## src/mtcc_pkg.sv

```systemverilog
// Constants, types and state records shared by the transport command codec
package mtcc_pkg;

    ////////////////////////////////////////////////////////////////////////////
    // Message bytes
    localparam logic [7:0] SYSEX_START = 8'hF0;
    localparam logic [7:0] UNIV_RT     = 8'h7F;
    localparam logic [6:0] ALL_CALL    = 7'h7F;
    localparam logic [7:0] SUB_ID      = 8'h06;
    localparam logic [7:0] EOX         = 8'hF7;
    localparam logic [7:0] RT_FIRST    = 8'hF8;
    localparam logic [7:0] IDLE_BYTE   = 8'h00;

    ////////////////////////////////////////////////////////////////////////////
    // Command codes
    localparam logic [7:0] CMD_STOP    = 8'h01;
    localparam logic [7:0] CMD_PLAY    = 8'h02;
    localparam logic [7:0] CMD_DPLAY   = 8'h03;
    localparam logic [7:0] CMD_FFWD    = 8'h04;
    localparam logic [7:0] CMD_REWD    = 8'h05;
    localparam logic [7:0] CMD_RSTROBE = 8'h06;
    localparam logic [7:0] CMD_REXIT   = 8'h07;
    localparam logic [7:0] CMD_RESET   = 8'h0D;

    ////////////////////////////////////////////////////////////////////////////
    // Byte positions of an outgoing message
    localparam logic [2:0] IDX_FIRST   = 3'h0;
    localparam logic [2:0] IDX_UNIV    = 3'h1;
    localparam logic [2:0] IDX_DEST    = 3'h2;
    localparam logic [2:0] IDX_SUB     = 3'h3;
    localparam logic [2:0] IDX_CMD     = 3'h4;
    localparam logic [2:0] IDX_LAST    = 3'h5;

    ////////////////////////////////////////////////////////////////////////////
    // Enumerations
    typedef enum logic [2:0] {
        RX_IDLE, RX_UNIV, RX_DEST, RX_SUBID, RX_CMD, RX_EOX, RX_SKIP
    } mtcc_rx_st_t;

    typedef enum logic [2:0] {
        XP_STOP, XP_PLAY, XP_FFWD, XP_REWD, XP_REC
    } mtcc_xport_t;

    ////////////////////////////////////////////////////////////////////////////
    // Carriers
    typedef struct packed {
        logic       valid;
        logic [7:0] data;
    } mtcc_byte_t;

    typedef struct packed {
        logic stop;
        logic play;
        logic ffwd;
        logic rewd;
        logic shut_fwd;
        logic shut_rev;
        logic song_done;
    } mtcc_keys_t;

    typedef struct packed {
        logic stop;
        logic reset;
        logic dplay;
        logic ffwd;
        logic rewd;
    } mtcc_pend_t;

    ////////////////////////////////////////////////////////////////////////////
    // State records
    typedef struct packed {
        logic       busy;
        logic [2:0] idx;
        logic [7:0] cmd;
        mtcc_byte_t out;
    } mtcc_ser_st_t;

    typedef struct packed {
        mtcc_rx_st_t rx_st;
        logic        dest_ok;
        logic [7:0]  cmd;
        mtcc_xport_t xport;
        mtcc_pend_t  pend;
        logic        start;
        logic [7:0]  start_cmd;
        logic        accept;
        logic [7:0]  acc_cmd;
        logic        rec_start;
        logic        punch_in;
        logic        punch_out;
        logic        mmc_reset;
    } mtcc_top_st_t;

endpackage : mtcc_pkg

```

## src/mtcc_top.sv

```systemverilog
// Machine-control transport command codec: receive decoder and key-driven sender
// Overview of operation
// - Every message opens with the exclusive start byte and real-time universal id.
// - Third byte is the destination: 00-7E one unit, 7F all units.
// - Then sub-id 06, one command byte, and the end-of-exclusive byte.
// - Received commands act only in slave mode with own or all-call destination.
// - Stop key sends a stop command to all units.
// - Accepted stop halts the transport.
// - Accepted play or deferred play starts playback unless recording; while recording it has no effect.
// - Play key sends deferred play to all units; plain play is never sent.
// - Fast forward key or shuttle right sends fast forward to all units.
// - Accepted fast forward starts fast-forward motion.
// - Rewind key or shuttle left sends rewind to all units.
// - Accepted rewind starts rewind motion.
// - Accepted record strobe while stopped begins recording.
// - Accepted record strobe while playing punches in.
// - Accepted record exit while recording punches out; otherwise no effect.
// - Finished song load sends a reset command to all units.
// - Accepted reset returns machine-control settings to power-on values.
`timescale 1ns/100ps
module mtcc_top (
    // Clock and reset
    input  wire logic               clock_i,
    input  wire logic               resetn_i,
    // Configuration
    input  wire logic               slave_en_i,
    input  wire logic [6:0]         own_id_i,
    // Local events
    input  mtcc_pkg::mtcc_keys_t    keys_i,
    // Received byte stream
    input  mtcc_pkg::mtcc_byte_t    rx_i,
    // Sent byte stream
    output mtcc_pkg::mtcc_byte_t    tx_o,
    input  wire logic               tx_ready_i,
    // Transport
    output mtcc_pkg::mtcc_xport_t   xport_o,
    output logic                    rec_start_o,
    output logic                    punch_in_o,
    output logic                    punch_out_o,
    output logic                    mmc_reset_o,
    // Accepted command report
    output logic                    cmd_accept_o,
    output logic [7:0]              cmd_code_o
);

    mtcc_pkg::mtcc_top_st_t q;
    mtcc_pkg::mtcc_top_st_t d;
    logic                   ser_busy;

    ////////////////////////////////////////////////////////////////////////////
    // Decoding helpers
    function automatic logic is_known(input logic [7:0] c);
        logic k;
        k = 1'b0;
        unique case (c)
            mtcc_pkg::CMD_STOP, mtcc_pkg::CMD_PLAY, mtcc_pkg::CMD_DPLAY,
            mtcc_pkg::CMD_FFWD, mtcc_pkg::CMD_REWD, mtcc_pkg::CMD_RSTROBE,
            mtcc_pkg::CMD_REXIT, mtcc_pkg::CMD_RESET: k = 1'b1;
            default: k = 1'b0;
        endcase
        return k;
    endfunction : is_known

    function automatic logic dest_hit(input logic [6:0] dest, input logic [6:0] own);
        return (dest == own) || (dest == mtcc_pkg::ALL_CALL);
    endfunction : dest_hit

    ////////////////////////////////////////////////////////////////////////////
    // Next state
    always_comb
    begin
        d           = q;
        d.accept    = 1'b0;
        d.rec_start = 1'b0;
        d.punch_in  = 1'b0;
        d.punch_out = 1'b0;
        d.mmc_reset = 1'b0;
        d.start     = 1'b0;

        // Receive decoder; real-time bytes may fall inside a message and are skipped
        if (rx_i.valid && rx_i.data < mtcc_pkg::RT_FIRST)
        begin
            if (rx_i.data == mtcc_pkg::SYSEX_START)
            begin
                d.rx_st   = mtcc_pkg::RX_UNIV;
                d.dest_ok = 1'b0;
            end
            else if (rx_i.data[7])
            begin
                d.rx_st = mtcc_pkg::RX_IDLE;
                if (q.rx_st == mtcc_pkg::RX_EOX && rx_i.data == mtcc_pkg::EOX
                    && q.dest_ok && slave_en_i)
                begin
                    d.accept  = 1'b1;
                    d.acc_cmd = q.cmd;
                    unique case (q.cmd)
                        mtcc_pkg::CMD_STOP:
                            d.xport = mtcc_pkg::XP_STOP;
                        mtcc_pkg::CMD_PLAY, mtcc_pkg::CMD_DPLAY:
                        begin
                            if (q.xport != mtcc_pkg::XP_REC)
                                d.xport = mtcc_pkg::XP_PLAY;
                        end
                        mtcc_pkg::CMD_FFWD:
                            d.xport = mtcc_pkg::XP_FFWD;
                        mtcc_pkg::CMD_REWD:
                            d.xport = mtcc_pkg::XP_REWD;
                        mtcc_pkg::CMD_RSTROBE:
                        begin
                            if (q.xport == mtcc_pkg::XP_STOP)
                            begin
                                d.xport     = mtcc_pkg::XP_REC;
                                d.rec_start = 1'b1;
                            end
                            else if (q.xport == mtcc_pkg::XP_PLAY)
                            begin
                                d.xport    = mtcc_pkg::XP_REC;
                                d.punch_in = 1'b1;
                            end
                        end
                        mtcc_pkg::CMD_REXIT:
                        begin
                            if (q.xport == mtcc_pkg::XP_REC)
                            begin
                                d.xport     = mtcc_pkg::XP_PLAY;
                                d.punch_out = 1'b1;
                            end
                        end
                        mtcc_pkg::CMD_RESET:
                        begin
                            d.xport     = mtcc_pkg::XP_STOP;
                            d.mmc_reset = 1'b1;
                        end
                        default:
                            d.accept = 1'b0;
                    endcase
                end
            end
            else
            begin
                unique case (q.rx_st)
                    mtcc_pkg::RX_UNIV:
                        d.rx_st = (rx_i.data == mtcc_pkg::UNIV_RT)
                                ? mtcc_pkg::RX_DEST : mtcc_pkg::RX_SKIP;
                    mtcc_pkg::RX_DEST:
                    begin
                        d.dest_ok = dest_hit(rx_i.data[6:0], own_id_i);
                        d.rx_st   = mtcc_pkg::RX_SUBID;
                    end
                    mtcc_pkg::RX_SUBID:
                        d.rx_st = (rx_i.data == mtcc_pkg::SUB_ID)
                                ? mtcc_pkg::RX_CMD : mtcc_pkg::RX_SKIP;
                    mtcc_pkg::RX_CMD:
                    begin
                        if (is_known(rx_i.data))
                        begin
                            d.cmd   = rx_i.data;
                            d.rx_st = mtcc_pkg::RX_EOX;
                        end
                        else
                            d.rx_st = mtcc_pkg::RX_SKIP;
                    end
                    mtcc_pkg::RX_EOX:
                        d.rx_st = mtcc_pkg::RX_SKIP;
                    mtcc_pkg::RX_IDLE, mtcc_pkg::RX_SKIP:
                        d.rx_st = q.rx_st;
                    default:
                        d.rx_st = mtcc_pkg::RX_IDLE;
                endcase
            end
        end

        // Sender: take one queued message when the serialiser is free
        if (!ser_busy && !q.start)
        begin
            if (q.pend.stop)
            begin
                d.pend.stop  = 1'b0;
                d.start      = 1'b1;
                d.start_cmd  = mtcc_pkg::CMD_STOP;
            end
            else if (q.pend.reset)
            begin
                d.pend.reset = 1'b0;
                d.start      = 1'b1;
                d.start_cmd  = mtcc_pkg::CMD_RESET;
            end
            else if (q.pend.dplay)
            begin
                d.pend.dplay = 1'b0;
                d.start      = 1'b1;
                d.start_cmd  = mtcc_pkg::CMD_DPLAY;
            end
            else if (q.pend.ffwd)
            begin
                d.pend.ffwd  = 1'b0;
                d.start      = 1'b1;
                d.start_cmd  = mtcc_pkg::CMD_FFWD;
            end
            else if (q.pend.rewd)
            begin
                d.pend.rewd  = 1'b0;
                d.start      = 1'b1;
                d.start_cmd  = mtcc_pkg::CMD_REWD;
            end
        end

        // New events queue after the take, so a same-cycle event is kept
        if (keys_i.stop)
            d.pend.stop = 1'b1;
        if (keys_i.play)
            d.pend.dplay = 1'b1;
        if (keys_i.ffwd || keys_i.shut_fwd)
            d.pend.ffwd = 1'b1;
        if (keys_i.rewd || keys_i.shut_rev)
            d.pend.rewd = 1'b1;
        if (keys_i.song_done)
            d.pend.reset = 1'b1;
    end

    always_ff @(posedge clock_i or negedge resetn_i)
    begin
        if (!resetn_i)
            q <= '0;
        else
            q <= d;
    end

    ////////////////////////////////////////////////////////////////////////////
    // Serialiser
    mtcc_tx_ser u_ser (
        .clock_i    (clock_i),
        .resetn_i   (resetn_i),
        .start_i    (q.start),
        .cmd_i      (q.start_cmd),
        .busy_o     (ser_busy),
        .tx_o       (tx_o),
        .tx_ready_i (tx_ready_i)
    );

    assign xport_o      = q.xport;
    assign rec_start_o  = q.rec_start;
    assign punch_in_o   = q.punch_in;
    assign punch_out_o  = q.punch_out;
    assign mmc_reset_o  = q.mmc_reset;
    assign cmd_accept_o = q.accept;
    assign cmd_code_o   = q.acc_cmd;
endmodule : mtcc_top

```

## src/mtcc_tx_ser.sv

```systemverilog
// Outgoing message serialiser: one six-byte machine-control message per start
`timescale 1ns/100ps
module mtcc_tx_ser (
    // Clock and reset
    input  wire logic               clock_i,
    input  wire logic               resetn_i,
    // Request
    input  wire logic               start_i,
    input  wire logic [7:0]         cmd_i,
    output logic                    busy_o,
    // Byte stream
    output mtcc_pkg::mtcc_byte_t    tx_o,
    input  wire logic               tx_ready_i
);

    mtcc_pkg::mtcc_ser_st_t q;
    mtcc_pkg::mtcc_ser_st_t d;

    ////////////////////////////////////////////////////////////////////////////
    // Byte at a position of the message
    function automatic logic [7:0] byte_at(input logic [2:0] idx, input logic [7:0] cmd);
        logic [7:0] b;
        b = mtcc_pkg::IDLE_BYTE;
        unique case (idx)
            mtcc_pkg::IDX_FIRST: b = mtcc_pkg::SYSEX_START;
            mtcc_pkg::IDX_UNIV:  b = mtcc_pkg::UNIV_RT;
            mtcc_pkg::IDX_DEST:  b = {1'b0, mtcc_pkg::ALL_CALL};
            mtcc_pkg::IDX_SUB:   b = mtcc_pkg::SUB_ID;
            mtcc_pkg::IDX_CMD:   b = cmd;
            mtcc_pkg::IDX_LAST:  b = mtcc_pkg::EOX;
            default:             b = mtcc_pkg::IDLE_BYTE;
        endcase
        return b;
    endfunction : byte_at

    ////////////////////////////////////////////////////////////////////////////
    // Next state
    always_comb
    begin
        d = q;
        if (!q.busy && start_i)
        begin
            d.busy      = 1'b1;
            d.idx       = mtcc_pkg::IDX_FIRST;
            d.cmd       = cmd_i;
            d.out.valid = 1'b1;
            d.out.data  = mtcc_pkg::SYSEX_START;
        end
        else if (q.busy && tx_ready_i)
        begin
            if (q.idx == mtcc_pkg::IDX_LAST)
            begin
                d.busy      = 1'b0;
                d.out.valid = 1'b0;
                d.out.data  = mtcc_pkg::IDLE_BYTE;
            end
            else
            begin
                d.idx      = q.idx + 3'h1;
                d.out.data = byte_at(d.idx, q.cmd);
            end
        end
    end

    always_ff @(posedge clock_i or negedge resetn_i)
    begin
        if (!resetn_i)
            q <= '0;
        else
            q <= d;
    end

    assign busy_o = q.busy;
    assign tx_o   = q.out;
endmodule : mtcc_tx_ser

```

## config.mk

```make
export PLATFORM = sky130hd
export DESIGN_NAME = mtcc_top
export DESIGN_NICKNAME = d
export VERILOG_FILES = /design/src/mtcc_pkg.sv /design/src/mtcc_top.sv /design/src/mtcc_tx_ser.sv
export SDC_FILE = /design/constraint.sdc
export NUM_CORES = 1
export LEC_CHECK = 0
export BUFFER_PORTS_ARGS = -buffer_cell sky130_fd_sc_hd__buf_4
export CORE_MARGIN = 2
export CORE_UTILIZATION = 25
export CTS_CLUSTER_SIZE = 10
export DETAILED_ROUTE_END_ITERATION = 10
export PLACE_DENSITY_LB_ADDON = 0.3
export SLEW_MARGIN = 20
export SYNTH_ARGS = -nofsm -noshare
export SYNTH_HDL_FRONTEND = slang
export SYNTH_SLANG_ARGS = --single-unit
```

## constraint.sdc

```tcl
create_clock -name clock_i -period 2.5 [get_ports clock_i]
set_input_delay 0.25 -clock clock_i [delete_from_list [all_inputs] [get_ports clock_i]]
set_output_delay 0.25 -clock clock_i [all_outputs]
set_load 0.01 [all_outputs]
```

# == Word-level counts from Yosys, hierarchy flattened ==
# Memories as Yosys holds them, arrays and structs flattened.
# Cells that the tools add are included.
# classes
n_addsub,1
order_cmp,1
reduce_logical,43
eq_ne,45
bitwise,2
muxes,55
# ops
op,count
9-bit 2-to-1 mux,8
13-bit 2-to-1 mux,4
8-bit case mux with 5 select lines,1
3-bit case mux with 6 select lines,2
"7-bit by 3-bit equality test with 1-bit output, second input constant",4
3-bit 2-to-1 mux,8
"3-bit equality test, second input constant",7
1-bit 2-to-1 mux,20
"2-bit by 1-bit != test with 1-bit output, second input constant",9
"8-bit equality test, second input constant",2
4-bit 2-to-1 mux,4
2-bit nonzero test,8
"7-bit by 2-bit equality test with 1-bit output, second input constant",2
14-bit 2-to-1 mux,1
7-bit 2-to-1 mux,2
"3-bit by 2-bit equality test with 1-bit output, second input constant",4
"2-bit != test, second input constant",5
2-bit AND reduction,5
5-bit AND reduction,2
"3-bit by 1-bit equality test with 1-bit output, second input constant",3
3-bit zero test,3
"3-bit != test, second input constant",3
"8-bit by 3-bit equality test with 1-bit output, second input constant",1
"8-bit by 7-bit equality test with 1-bit output, second input constant",1
20 further kinds,38
# totals
in_bits,27
n_memories,1
ff_bits,61
romBits,16
output_inout_bits,25
# mem_list
name,depth,width,rd,rd_clocked_by_memory_dff,wr,line_no,text
(no name shown),16,1,1,0,0,mtcc_top.sv:55,unique case (c)

# == Depth between registers and ports, before layout ==
# Gate-level depths: netlist of the first run.
# logic_depth
word_depth,10
depth_mapped,6
depth_no_buf,6

# == Modules after synthesis ==
# From an unflattened synthesis of the first run, not the netlist that was laid out.
# hier_totals
hier_cells,282
hier_area_um2,3005.4
# by_module_without_submodules
mod,area_per_inst_um2,seq_area_each_um2,n_inst,cells_each
mtcc_top,1899.3,900.9,1,183
mtcc_tx_ser,1106.1,500.5,1,99

# == Worst setup path after synthesis of the first run ==
# Ideal clock, no wire load.
# synth_timing
path_type,register to register
start,register q[40] in the netlist's numbering
end,"register q, in the netlist xport_o[0]"
period_less_slack_ps,1872
setup_slack_ps,628
arrival_ps,1748
setup_ps,125
path_stages_with_launch,5
path_buffers,0
path_cell_list,dfrtp_1 -> nand3b_1 -> or4_1 -> a211oi_2 -> mux2_2
# synth_between
elab_chain_len,5
# synth_rtl
element,line_no,text
"start, declared",mtcc_top.sv:46,mtcc_pkg::mtcc_top_st_t q;
"start signal, assigned",mtcc_top.sv:224,q <= '0;
"start signal, assigned",mtcc_top.sv:226,q <= d;
3-bit equality test,mtcc_top.sv:91,if (q.rx_st == mtcc_pkg::RX_EOX && rx_i.data == mtcc_pkg::EOX
1-bit logical AND,mtcc_top.sv:91,
1-bit logical AND (2 in a row),mtcc_top.sv:92,&& q.dest_ok && slave_en_i)
8-bit AND reduction (no line),n/a,
# No other way between the ends.
# A chain may end at the register's enable or synchronous reset.

# == Worst setup path in the final report of the first run ==
# Same ends and word-level chain as after synthesis.

==> metrics.txt, run 1 <==
Tightest Pin Transition=~640 ps; register area share after synthesis=0.459; clk sinks=50; Die ar.=0.0117 mm^2; worst vdd ir=between 0.3 and 0.4 mV; period utilization=0.813; RSZ-0062 raised after global routing=no; multi-input logic area=approximately 0.0012 mm^2; Yosys reg bits=50; number of max-cap violations=0; # fillers=1162; clock root cell=clkbuf_8; PwrDens=680 mW/mm^2; Top FF cell, synth=dfrtp_1; CP max-delay cell=or4_1; Slew Limit Headroom=0.570; HP Class=input port to register; Placer Congestion=roughly 0.78; Top Ports=52; Max Root-Sink Buffers=2; Ys Warns=0; proportion of layout cells with a drive suffix above 1=0.276; Worst setup EP type=register; leading area contributor after synthesis=dfrtp_1; largest net degree at the start of global routing=just over 50; Post-synth EDFFs=0; critical path type=register to register; CP startpoint kind=register; Leakage=1.47 nW; Yosys cell types=52; global-route wire length before repair=10000 um; # port buffers=50; CTS tree=done; detailed placer's ending HPWL=about 4400 um; drt wl/cell=12.9 um; CTS H-tree depth=2; Critical Path Fanout Max=8; CP Data Arrival Time=roughly 2200 ps; Syn-to-layout area delta=17.6%; post-cts sizing count=0; Cells after Synth=roughly 270; Clock Skew=4.99 ps; Mapped Nets=about 310; number of global-route vias before repair=approximately 2100; PnR Total Power=2.18 mW; Hold Buf Count CTS=1; Req. time, crit path=approximately 2700 ps; Core ar.=between 0.01 and 0.015 mm^2; largest incremental delay on the critical path=530 ps; Setup violations, final=0; number of CTS-inserted buffers=5; drt first-iter violations=81; DR DRC count=0; max-slew violations=0; post-CTS setup buffers=0; crit path cell chain=nand3b_1 > or4_1 > a211oi_2 > mux2_2; antenna violations before repair=0; status=finished clean; worst skew pair latency=around 300 ps; top cells by area, synth=dfrtp_1 (46%), buf_4 (6.3%), nand2_1 (5.1%); register area=0.00125 mm^2; via/cell ratio=around 4.5; Routed Antenna Nets=0; # rows=38; Post-Syn Area=between 0.002 and 0.003 mm^2; Vert. Die Dim=108 um; Post-synth ARST share=1.00; Mean Syn Cell Area=roughly 9.9 um^2; final worst path period need=roughly 2000 ps; vias=2023; die width=approximately 110 um; Final Hold Fails=0; initial cell density of the core=0.253; TritonRoute pass-1 iters=4; DRT Wirelength=slightly below 6000 um; global-route usage over all layers=0.106; Nets=341; # diodes=0; area share of the largest cell type after synthesis=0.459; TNS Setup=0 ps; fmax=approximately 490 MHz; total gr overflow=0; Reg clk slew, reported paths=about 90 ps
## power by group
part / leakage [nW] / switching (mW) / internal, mW
clock network: 0.0482 / 0.262 / 0.224
logic: 0.784 / 0.333 / 0.306
registers: 0.636 / 0.117 / 0.937
## cell usage in the layout, fill, tap and decap left out, types with 2 or more instances in the layout
cell / count
a21oi_1: 11
ha_1: 7
or4_4: 2
nand3_1: 4
or3_1: 2
nor3_1: 6
nor2b_1: 9
o31ai_1: 2
xor2_1: 8
o221ai_1: 4
o21ai_0: 12
a21o_1: 5
o22ai_1: 2
nand2_1: 37
dfrtp_1: 50
a211oi_1: 2
nor4_1: 4
clkbuf_8: 6
mux2_2: 11
nor2_1: 14
a31o_2: 2
o21a_1: 2
nand2b_1: 4
inv_1: 14
a221oi_1: 3
or4_2: 3
buf_4: 52
or4_1: 2
a22oi_1: 2
## flip-flops by register name (all words and copies together) (netlist names)
register      count
q                21
rec_start_o       1
cmd_accept_o      1
xport_o           3
u_ser.q           7
cmd_code_o        7
u_ser.tx_o        7
mmc_reset_o       1
punch_out_o       1
punch_in_o        1
## critical path, delay by kind of cell (launching register included)
family	cells	cell delay, ps
compound gates	1	310
simple gates	2	800
flops	1	450
mux	1	370
## path summary, 6_finish.rpt
path                               start            end  slack [ps]  depth (start not counted)
setup / recovery                   q[40]     xport_o[0]         470                          4
hold / removal                 keys_i[0]          q[25]         120                          2
setup reg to reg                   q[40]     xport_o[0]         470                          4
hold reg to reg            cmd_code_o[5]  cmd_code_o[5]         480                          2
max in group asynchronous       resetn_i          q[41]        1560                          2
min in group asynchronous       resetn_i          q[22]         520                          2
## synth_stat cells (5+ instances only)
| cell type | number |
|---|---|
| dfrtp_1 | 50 |
| nand2_1 | 37 |
| buf_4 | 23 |
| inv_1 | 14 |
| nor2_1 | 14 |
| o21ai_0 | 12 |
| a21oi_1 | 11 |
| mux2_2 | 11 |
| nor2b_1 | 9 |
| xor2_1 | 8 |
| ha_1 | 7 |
| nor3_1 | 6 |
| a21o_1 | 5 |
## per-stage QoR
| step | utilization | std cells | setup WS (ps) | instance area [um^2] | hold slack (ps) |
|---|---|---|---|---|---|
| 2_1_floorplan | - | 274 | 628 | 2720 | -45.6 |
| 3_5_place_dp | 0.289 | 439 | 350 | 3100 | 327 |
| 5_1_grt | 0.298 | 448 | 318 | 3200 | 111 |
| 4_1_cts | 0.298 | 448 | 458 | 3200 | 112 |
| 6_report | 0.298 | 448 | 468 | 3200 | 121 |
| 3_3_place_gp | 0.289 | 439 | 361 | 3100 | 321 |
## routing by layer
metal / part of all wire / GRT usage / vias up / wire length (um)
met5: 0 / 0 / - / 0
li1: - / - / 1008 / -
met3: 0.041 / 0.0223 / 10 / 240
met1: 0.45 / 0.127 / 960 / 2630
met4: 0.019 / 0.0357 / 0 / 108
met2: 0.49 / 0.188 / 45 / 2810
## layout make-up
class                           instances  share of cell area
Tap cell                              140              0.0547
Sequential cell                        50               0.391
Timing Repair Buffer                   53               0.125
Clock inverter                          1             0.00156
Inverter                               14              0.0164
Clock buffer                            7              0.0270
Multi-Input combinational cell        183               0.385
## logic make-up after synthesis
| family | after synthesis | share of synthesized area |
|---|---|---|
| other | 1 | 0.00138 |
| AOI/OAI and AO/OA | 57 | 0.146 |
| buffers and inverters | 41 | 0.0882 |
| adders and majority gates | 7 | 0.0322 |
| xor gates and xnor gates | 9 | 0.0289 |
| DFF | 50 | 0.459 |
| and+or+nand+nor | 97 | 0.195 |
| muxes | 12 | 0.0492 |
No activity file was read; power rests on OpenSTA's default activity.
==> inputs of run 2 (changes only) <==
==> constraint.sdc (replaced) <==
create_clock -name clock_i -period 2.1 [get_ports clock_i]
set_input_delay 0.21 -clock clock_i [delete_from_list [all_inputs] [get_ports clock_i]]
set_output_delay 0.21 -clock clock_i [all_outputs]
set_load 0.01 [all_outputs]
==> metrics.txt, run 2 (same netlist as run 1, synthesis figures left out) <==
final worst setup slack=139 ps (-329 ps); Nets=346 (+1.5%); Core ar.=0.0107 mm^2 (unchanged); # diodes=0 (unchanged); Hold Path Sink=q[26]; PwrDens=804 mW/mm^2 (+18%); vias=2058 (+1.7%); Psw=0.856 mW (+20%); max-slew violations=0 (unchanged); worst vdd ir=0.416 mV (+11%); placed insts=444 (+1.1%); Reg clk slew, reported paths=90 ps (about the same); Biggest register=q; Largest register FFs=21 (unchanged); RSZ-0062 raised after global routing=no; Internal=1.75 mW (+19%); Non-Filler Instances=453 (+1.1%); drt wl/cell=12.8 um (-0.90%); r2r setup slk=140 ps (-330 ps); commonest non-fill, non-tap cell in the layout=buf_4; WL met1=2640 um (+0.49%); Syn-to-layout area delta=19.1%; die width=108 um (unchanged); global-route wire length before repair=9450 um (-5.6%); CP startpoint kind=register; # port buffers=50 (unchanged); pre-CTS WS=120 ps (-230 ps); post-CTS setup buffers=0 (unchanged); # rows=38 (unchanged); Combinational Power Share=0.294 (about the same); Critical Path Fanout Max=5 (-3); HP Class=input port to register; CTS tree=done; global-route usage over all layers=0.102 (-0.00429); final worst path period need=1960 ps (-70.8 ps); antenna violations before repair=0 (unchanged); metal2 WL=2870 um (+1.9%); proportion of layout cells with a drive suffix above 1=0.291 (+0.0148); Tightest Pin Transition=639 ps (-5.50 ps); cells on worst reg2reg path=4 (unchanged); final hold slack=83.1 ps (-37.6 ps); post-cts sizing count=0 (unchanged); Clock Power Share=0.223 (about the same); CTS H-tree depth=2 (unchanged); R2R Path End=xport_o[0]; clock root cell=clkbuf_8; Die ar.=0.0117 mm^2 (unchanged); period utilization=0.934 (+0.121); worst skew pair latency=300 ps (about the same); number of max-cap violations=0 (unchanged); largest net degree at the start of global routing=51 (unchanged); reg2reg start=q[40]; Routed met3 length=258 um (+7.5%); Clock Skew=8.75 ps (+3.76 ps); Final Hold Fails=0 (unchanged); Top Ports=52 (unchanged); Placer Congestion=0.781 (-0.10%); Seq pwr share=0.482 (-0.002); CP Data Arrival Time=2140 ps (-90 ps); hold path depth=2 (unchanged); most frequent cells in the layout=buf_4 (57), dfrtp_1 (50), nand2_1 (37), inv_1 (14), nor2_1 (14); total gr overflow=0 (unchanged); Routed Antenna Nets=0 (unchanged); DR DRC count=0 (unchanged); Max Used Layer=met4; drt first-iter violations=146 (+80%); switching share of power=0.328 (+0.00181); initial cell density of the core=0.253 (unchanged); fmax=510 MHz (+3.6%); number of CTS-inserted buffers=5 (unchanged); Vert. Die Dim=108 um (unchanged); Slew Limit Headroom=0.574 (+0.00367); DRT Wirelength=5800 um (+0.21%); hold path start=keys_i[6]; status=finished clean; Setup violations, final=0 (unchanged); detailed placer's ending HPWL=4390 um (-0.34%); via/cell ratio=4.54 (+0.61%); fin util=0.302 (+0.00384); number of global-route vias before repair=1995 (-6.3%); Leakage=1.49 nW (+1.7%); Req. time, crit path=2280 ps (-410 ps); Worst setup EP type=register; critical path type=register to register; clk sinks=50 (unchanged); TNS Setup=0 ps (unchanged); TritonRoute pass-1 iters=4 (unchanged); Max Root-Sink Buffers=2 (unchanged)
run 2: changes by cell type in the layout (fill, tap and decap cells not counted):
cell,previous run,this run
buf_4,52,57
clkbuf_1,1,0
clkinvlp_4,0,1
run 2: cell type report:
cell class,instances,area [um^2]
well taps,140,175
clock buffers,6,82.6
flip-flops and latches,50,1250
inverters,14,52.6
clock inverters,2,12.5
fillers,1163,7500
repair buffers,58,438
multi-input cells,183,1230
run 2: how the worst max path moves through the flow:
stage / from / end / slack [ps] / cells past startpoint
floorplan: q[40] / xport_o[0] / 230 / 4
global placement: rx_i[5] / q[31] / 160 / 5
detailed placement: rx_i[5] / q[31] / 120 / 5
CTS: q[40] / xport_o[0] / 120 / 4
global route: q[34] / xport_o[0] / 30 / 4
finish: q[40] / xport_o[0] / 140 / 4
run 2: metrics by stage:
| stage | power (mW) | instance area (um^2) |
|---|---|---|
| floorplan | 1.83 | 2720 |
| global placement | 2.04 | 3140 |
| detailed placement | 2.05 | 3140 |
| CTS | 2.65 | 3240 |
| global route | 2.81 | 3240 |
| finish | 2.61 | 3240 |
run 2: per-layer routing:
layer	vias up	track usage
met2	49	0.173
li1	1024	-
met3	2	0.0235
met4	0	0.0256
met5	-	0
met1	983	0.131
run 2: what timing repair did:
item | CTS | global route
hold buffers | 1 | 0
hold endpoints to repair | 50 | 0
endpoints found under the setup margin | 0 | 0
run 2: worst max-delay path, cell delays in order (launching register included):
cell	delay, ps
dfrtp_1	380
nand3b_1	220
or4_1	540
a211oi_2	330
mux2_2	370
run 2: power groups by stage:
stage | clock network [mW] | logic [mW] | registers, mW
6_report | 0.582 | 0.768 | 1.26
5_1_grt | 0.655 | 0.871 | 1.28
4_1_cts | 0.612 | 0.780 | 1.26
2_1_floorplan | 0 | 0.610 | 1.22
3_3_place_gp | 0 | 0.764 | 1.27
3_5_place_dp | 0 | 0.772 | 1.28
==> inputs of run 3 (changes only) <==
--- a/config.mk
+++ b/config.mk
@@ -6,6 +6,8 @@
 export NUM_CORES = 1
 export LEC_CHECK = 0
 export BUFFER_PORTS_ARGS = -buffer_cell sky130_fd_sc_hd__buf_4
+export CELL_PAD_IN_SITES_DETAIL_PLACEMENT = 0
+export CELL_PAD_IN_SITES_GLOBAL_PLACEMENT = 2
 export CORE_MARGIN = 2
 export CORE_UTILIZATION = 25
 export CTS_CLUSTER_SIZE = 10
==> metrics.txt, run 3 (same netlist as run 1, synthesis figures left out) <==
clock root cell=clkbuf_8; total gr overflow=0 (unchanged); PwrDens=821 mW/mm^2 (+2.2%); R2R Path End=xport_o[2]; Routed Antenna Nets=0 (unchanged); # diodes=0 (unchanged); Syn-to-layout area delta=21.2%; Final Hold Fails=0 (unchanged); Top Ports=52 (unchanged); CP startpoint=q[40]; # rows=38 (unchanged); global-route usage over all layers=0.106 (+0.00457); RSZ-0062 raised after global routing=no; final worst path period need=1960 ps (+1.56 ps); commonest non-fill, non-tap cell in the layout=buf_4; Die ar.=0.0117 mm^2 (unchanged); proportion of layout cells with a drive suffix above 1=0.300 (+0.00895); CP Data Arrival Time=2150 ps (about the same); Largest register FFs=21 (unchanged); worst skew pair latency=300 ps (about the same); Max Root-Sink Buffers=2 (unchanged); number of global-route vias before repair=2068 (+3.7%); detailed placer's ending HPWL=4400 um (+0.31%); Slew Limit Headroom=0.561 (-0.0126); Tightest Pin Transition=658 ps (+19.0 ps); cells on worst reg2reg path=4 (unchanged); DP Area=0.00315 mm^2 (+0.48%); period utilization=0.934 (about the same); CTS tree=done; Core ar.=0.0107 mm^2 (unchanged); Leakage=1.51 nW (+1.4%); HP Class=input port to register; final worst setup slack=138 ps (-1.56 ps); Clock Skew=8.18 ps (-0.569 ps); drt wl/cell=12.9 um (+0.87%); die width=108 um (unchanged); Reg clk slew, reported paths=100 ps (about the same); Worst setup EP type=register; clk sinks=50 (unchanged); number of max-cap violations=0 (unchanged); most frequent cells in the layout=buf_4 (61), dfrtp_1 (50), nand2_1 (37), inv_1 (14), nor2_1 (14); DRT Wirelength=5910 um (+1.8%); Biggest register=q; critical path type=register to register; pre-CTS WS=146 ps (+25.9 ps); Req. time, crit path=2290 ps (about the same); CP startpoint kind=register; initial cell density of the core=0.253 (unchanged); r2r setup slk=140 ps (about the same); Vert. Die Dim=108 um (unchanged); Worst Setup EP=xport_o[2]; TritonRoute pass-1 iters=4 (unchanged); Critical Path Fanout Max=4 (-1); largest net degree at the start of global routing=51 (unchanged); Setup violations, final=0 (unchanged); DR DRC count=0 (unchanged); # port buffers=50 (unchanged); vias=2046 (-0.58%); Placer Congestion=0.785 (+0.52%); Nets=350 (+1.2%); fmax=510 MHz (about the same); status=finished clean; antenna violations before repair=0 (unchanged); CTS H-tree depth=2 (unchanged); drt first-iter violations=109 (-25%); worst vdd ir=0.416 mV (about the same); global-route wire length before repair=10000 um (+6.1%); max-slew violations=0 (unchanged); via/cell ratio=4.48 (-1.5%); number of CTS-inserted buffers=5 (unchanged); Finished Cell Area=0.00330 mm^2 (+1.7%); reg2reg start=q[40]; TNS Setup=0 ps (unchanged)
run 3: cell count changes in the layout (fill, tap and decap cells not counted):
| cell | previous run | this run |
|---|---|---|
| bufinv_16 | 0 | 1 |
| clkinvlp_4 | 1 | 2 |
| clkinv_2 | 1 | 0 |
| a211oi_4 | 0 | 1 |
| clkbuf_8 | 6 | 5 |
| a211oi_2 | 1 | 0 |
| buf_4 | 57 | 61 |
run 3: worst min-delay path by stage:
stage | from | endpoint | slack [ps] | depth (start not counted)
2_1_floorplan | resetn_i | cmd_accept_o | -90 | 0
3_3_place_gp | resetn_i | u_ser.tx_o[7] | 290 | 1
3_5_place_dp | resetn_i | u_ser.tx_o[6] | 290 | 1
4_1_cts | keys_i[6] | q[26] | 70 | 2
5_1_grt | keys_i[2] | q[23] | 70 | 2
6_report | keys_i[6] | q[26] | 80 | 2
run 3: power breakdown:
group	switching, mW	leakage [nW]	internal [mW]	total (mW)
registers	0.143	0.636	1.12	1.26
clock network	0.333	0.0504	0.355	0.688
logic	0.394	0.828	0.371	0.764
total	0.870	1.51	1.84	2.71
run 3: what timing repair did:
| item | CTS | global route |
|---|---|---|
| hold endpoints to repair | 50 | 0 |
| setup endpoints to repair | 0 | 3 |
| hold buffers | 1 | 0 |
| buffers inserted | 0 | 2 |
| resized for setup | 0 | 1 |
run 3: worst max-delay path: stages, from the launching register on:
cell      delay [ps]
dfrtp_1          390
nand3b_1         230
or4_1            560
a211oi_4         300
mux2_2           370
run 3: per-stage QoR:
stage / cells / util / hold slack (ps) / total power [mW]
after floorplan: 274 / - / -85.6 / 1.83
after global placement: 446 / 0.294 / 288 / 2.05
after detailed placement: 446 / 0.294 / 293 / 2.06
after CTS: 455 / 0.305 / 72.4 / 2.77
after global routing: 457 / 0.307 / 72.3 / 2.90
final: 457 / 0.307 / 80.1 / 2.71
run 3: layout make-up:
class                   count  area (um^2)
clock inverters             3         45.0
multi-input cells         183         1240
fillers                  1155         7440
clock buffers               5         68.8
repair buffers             62          468
flip-flops and latches     50         1250
well taps                 140          175
inverters                  14         52.6
run 3: per-layer routing:
metal	vias to the layer above	track usage	wire (um)
li1	1028	-	-
met5	-	0	0
met1	973	0.145	2840
met2	43	0.173	2810
met3	2	0.0193	217
met4	0	0.0302	38
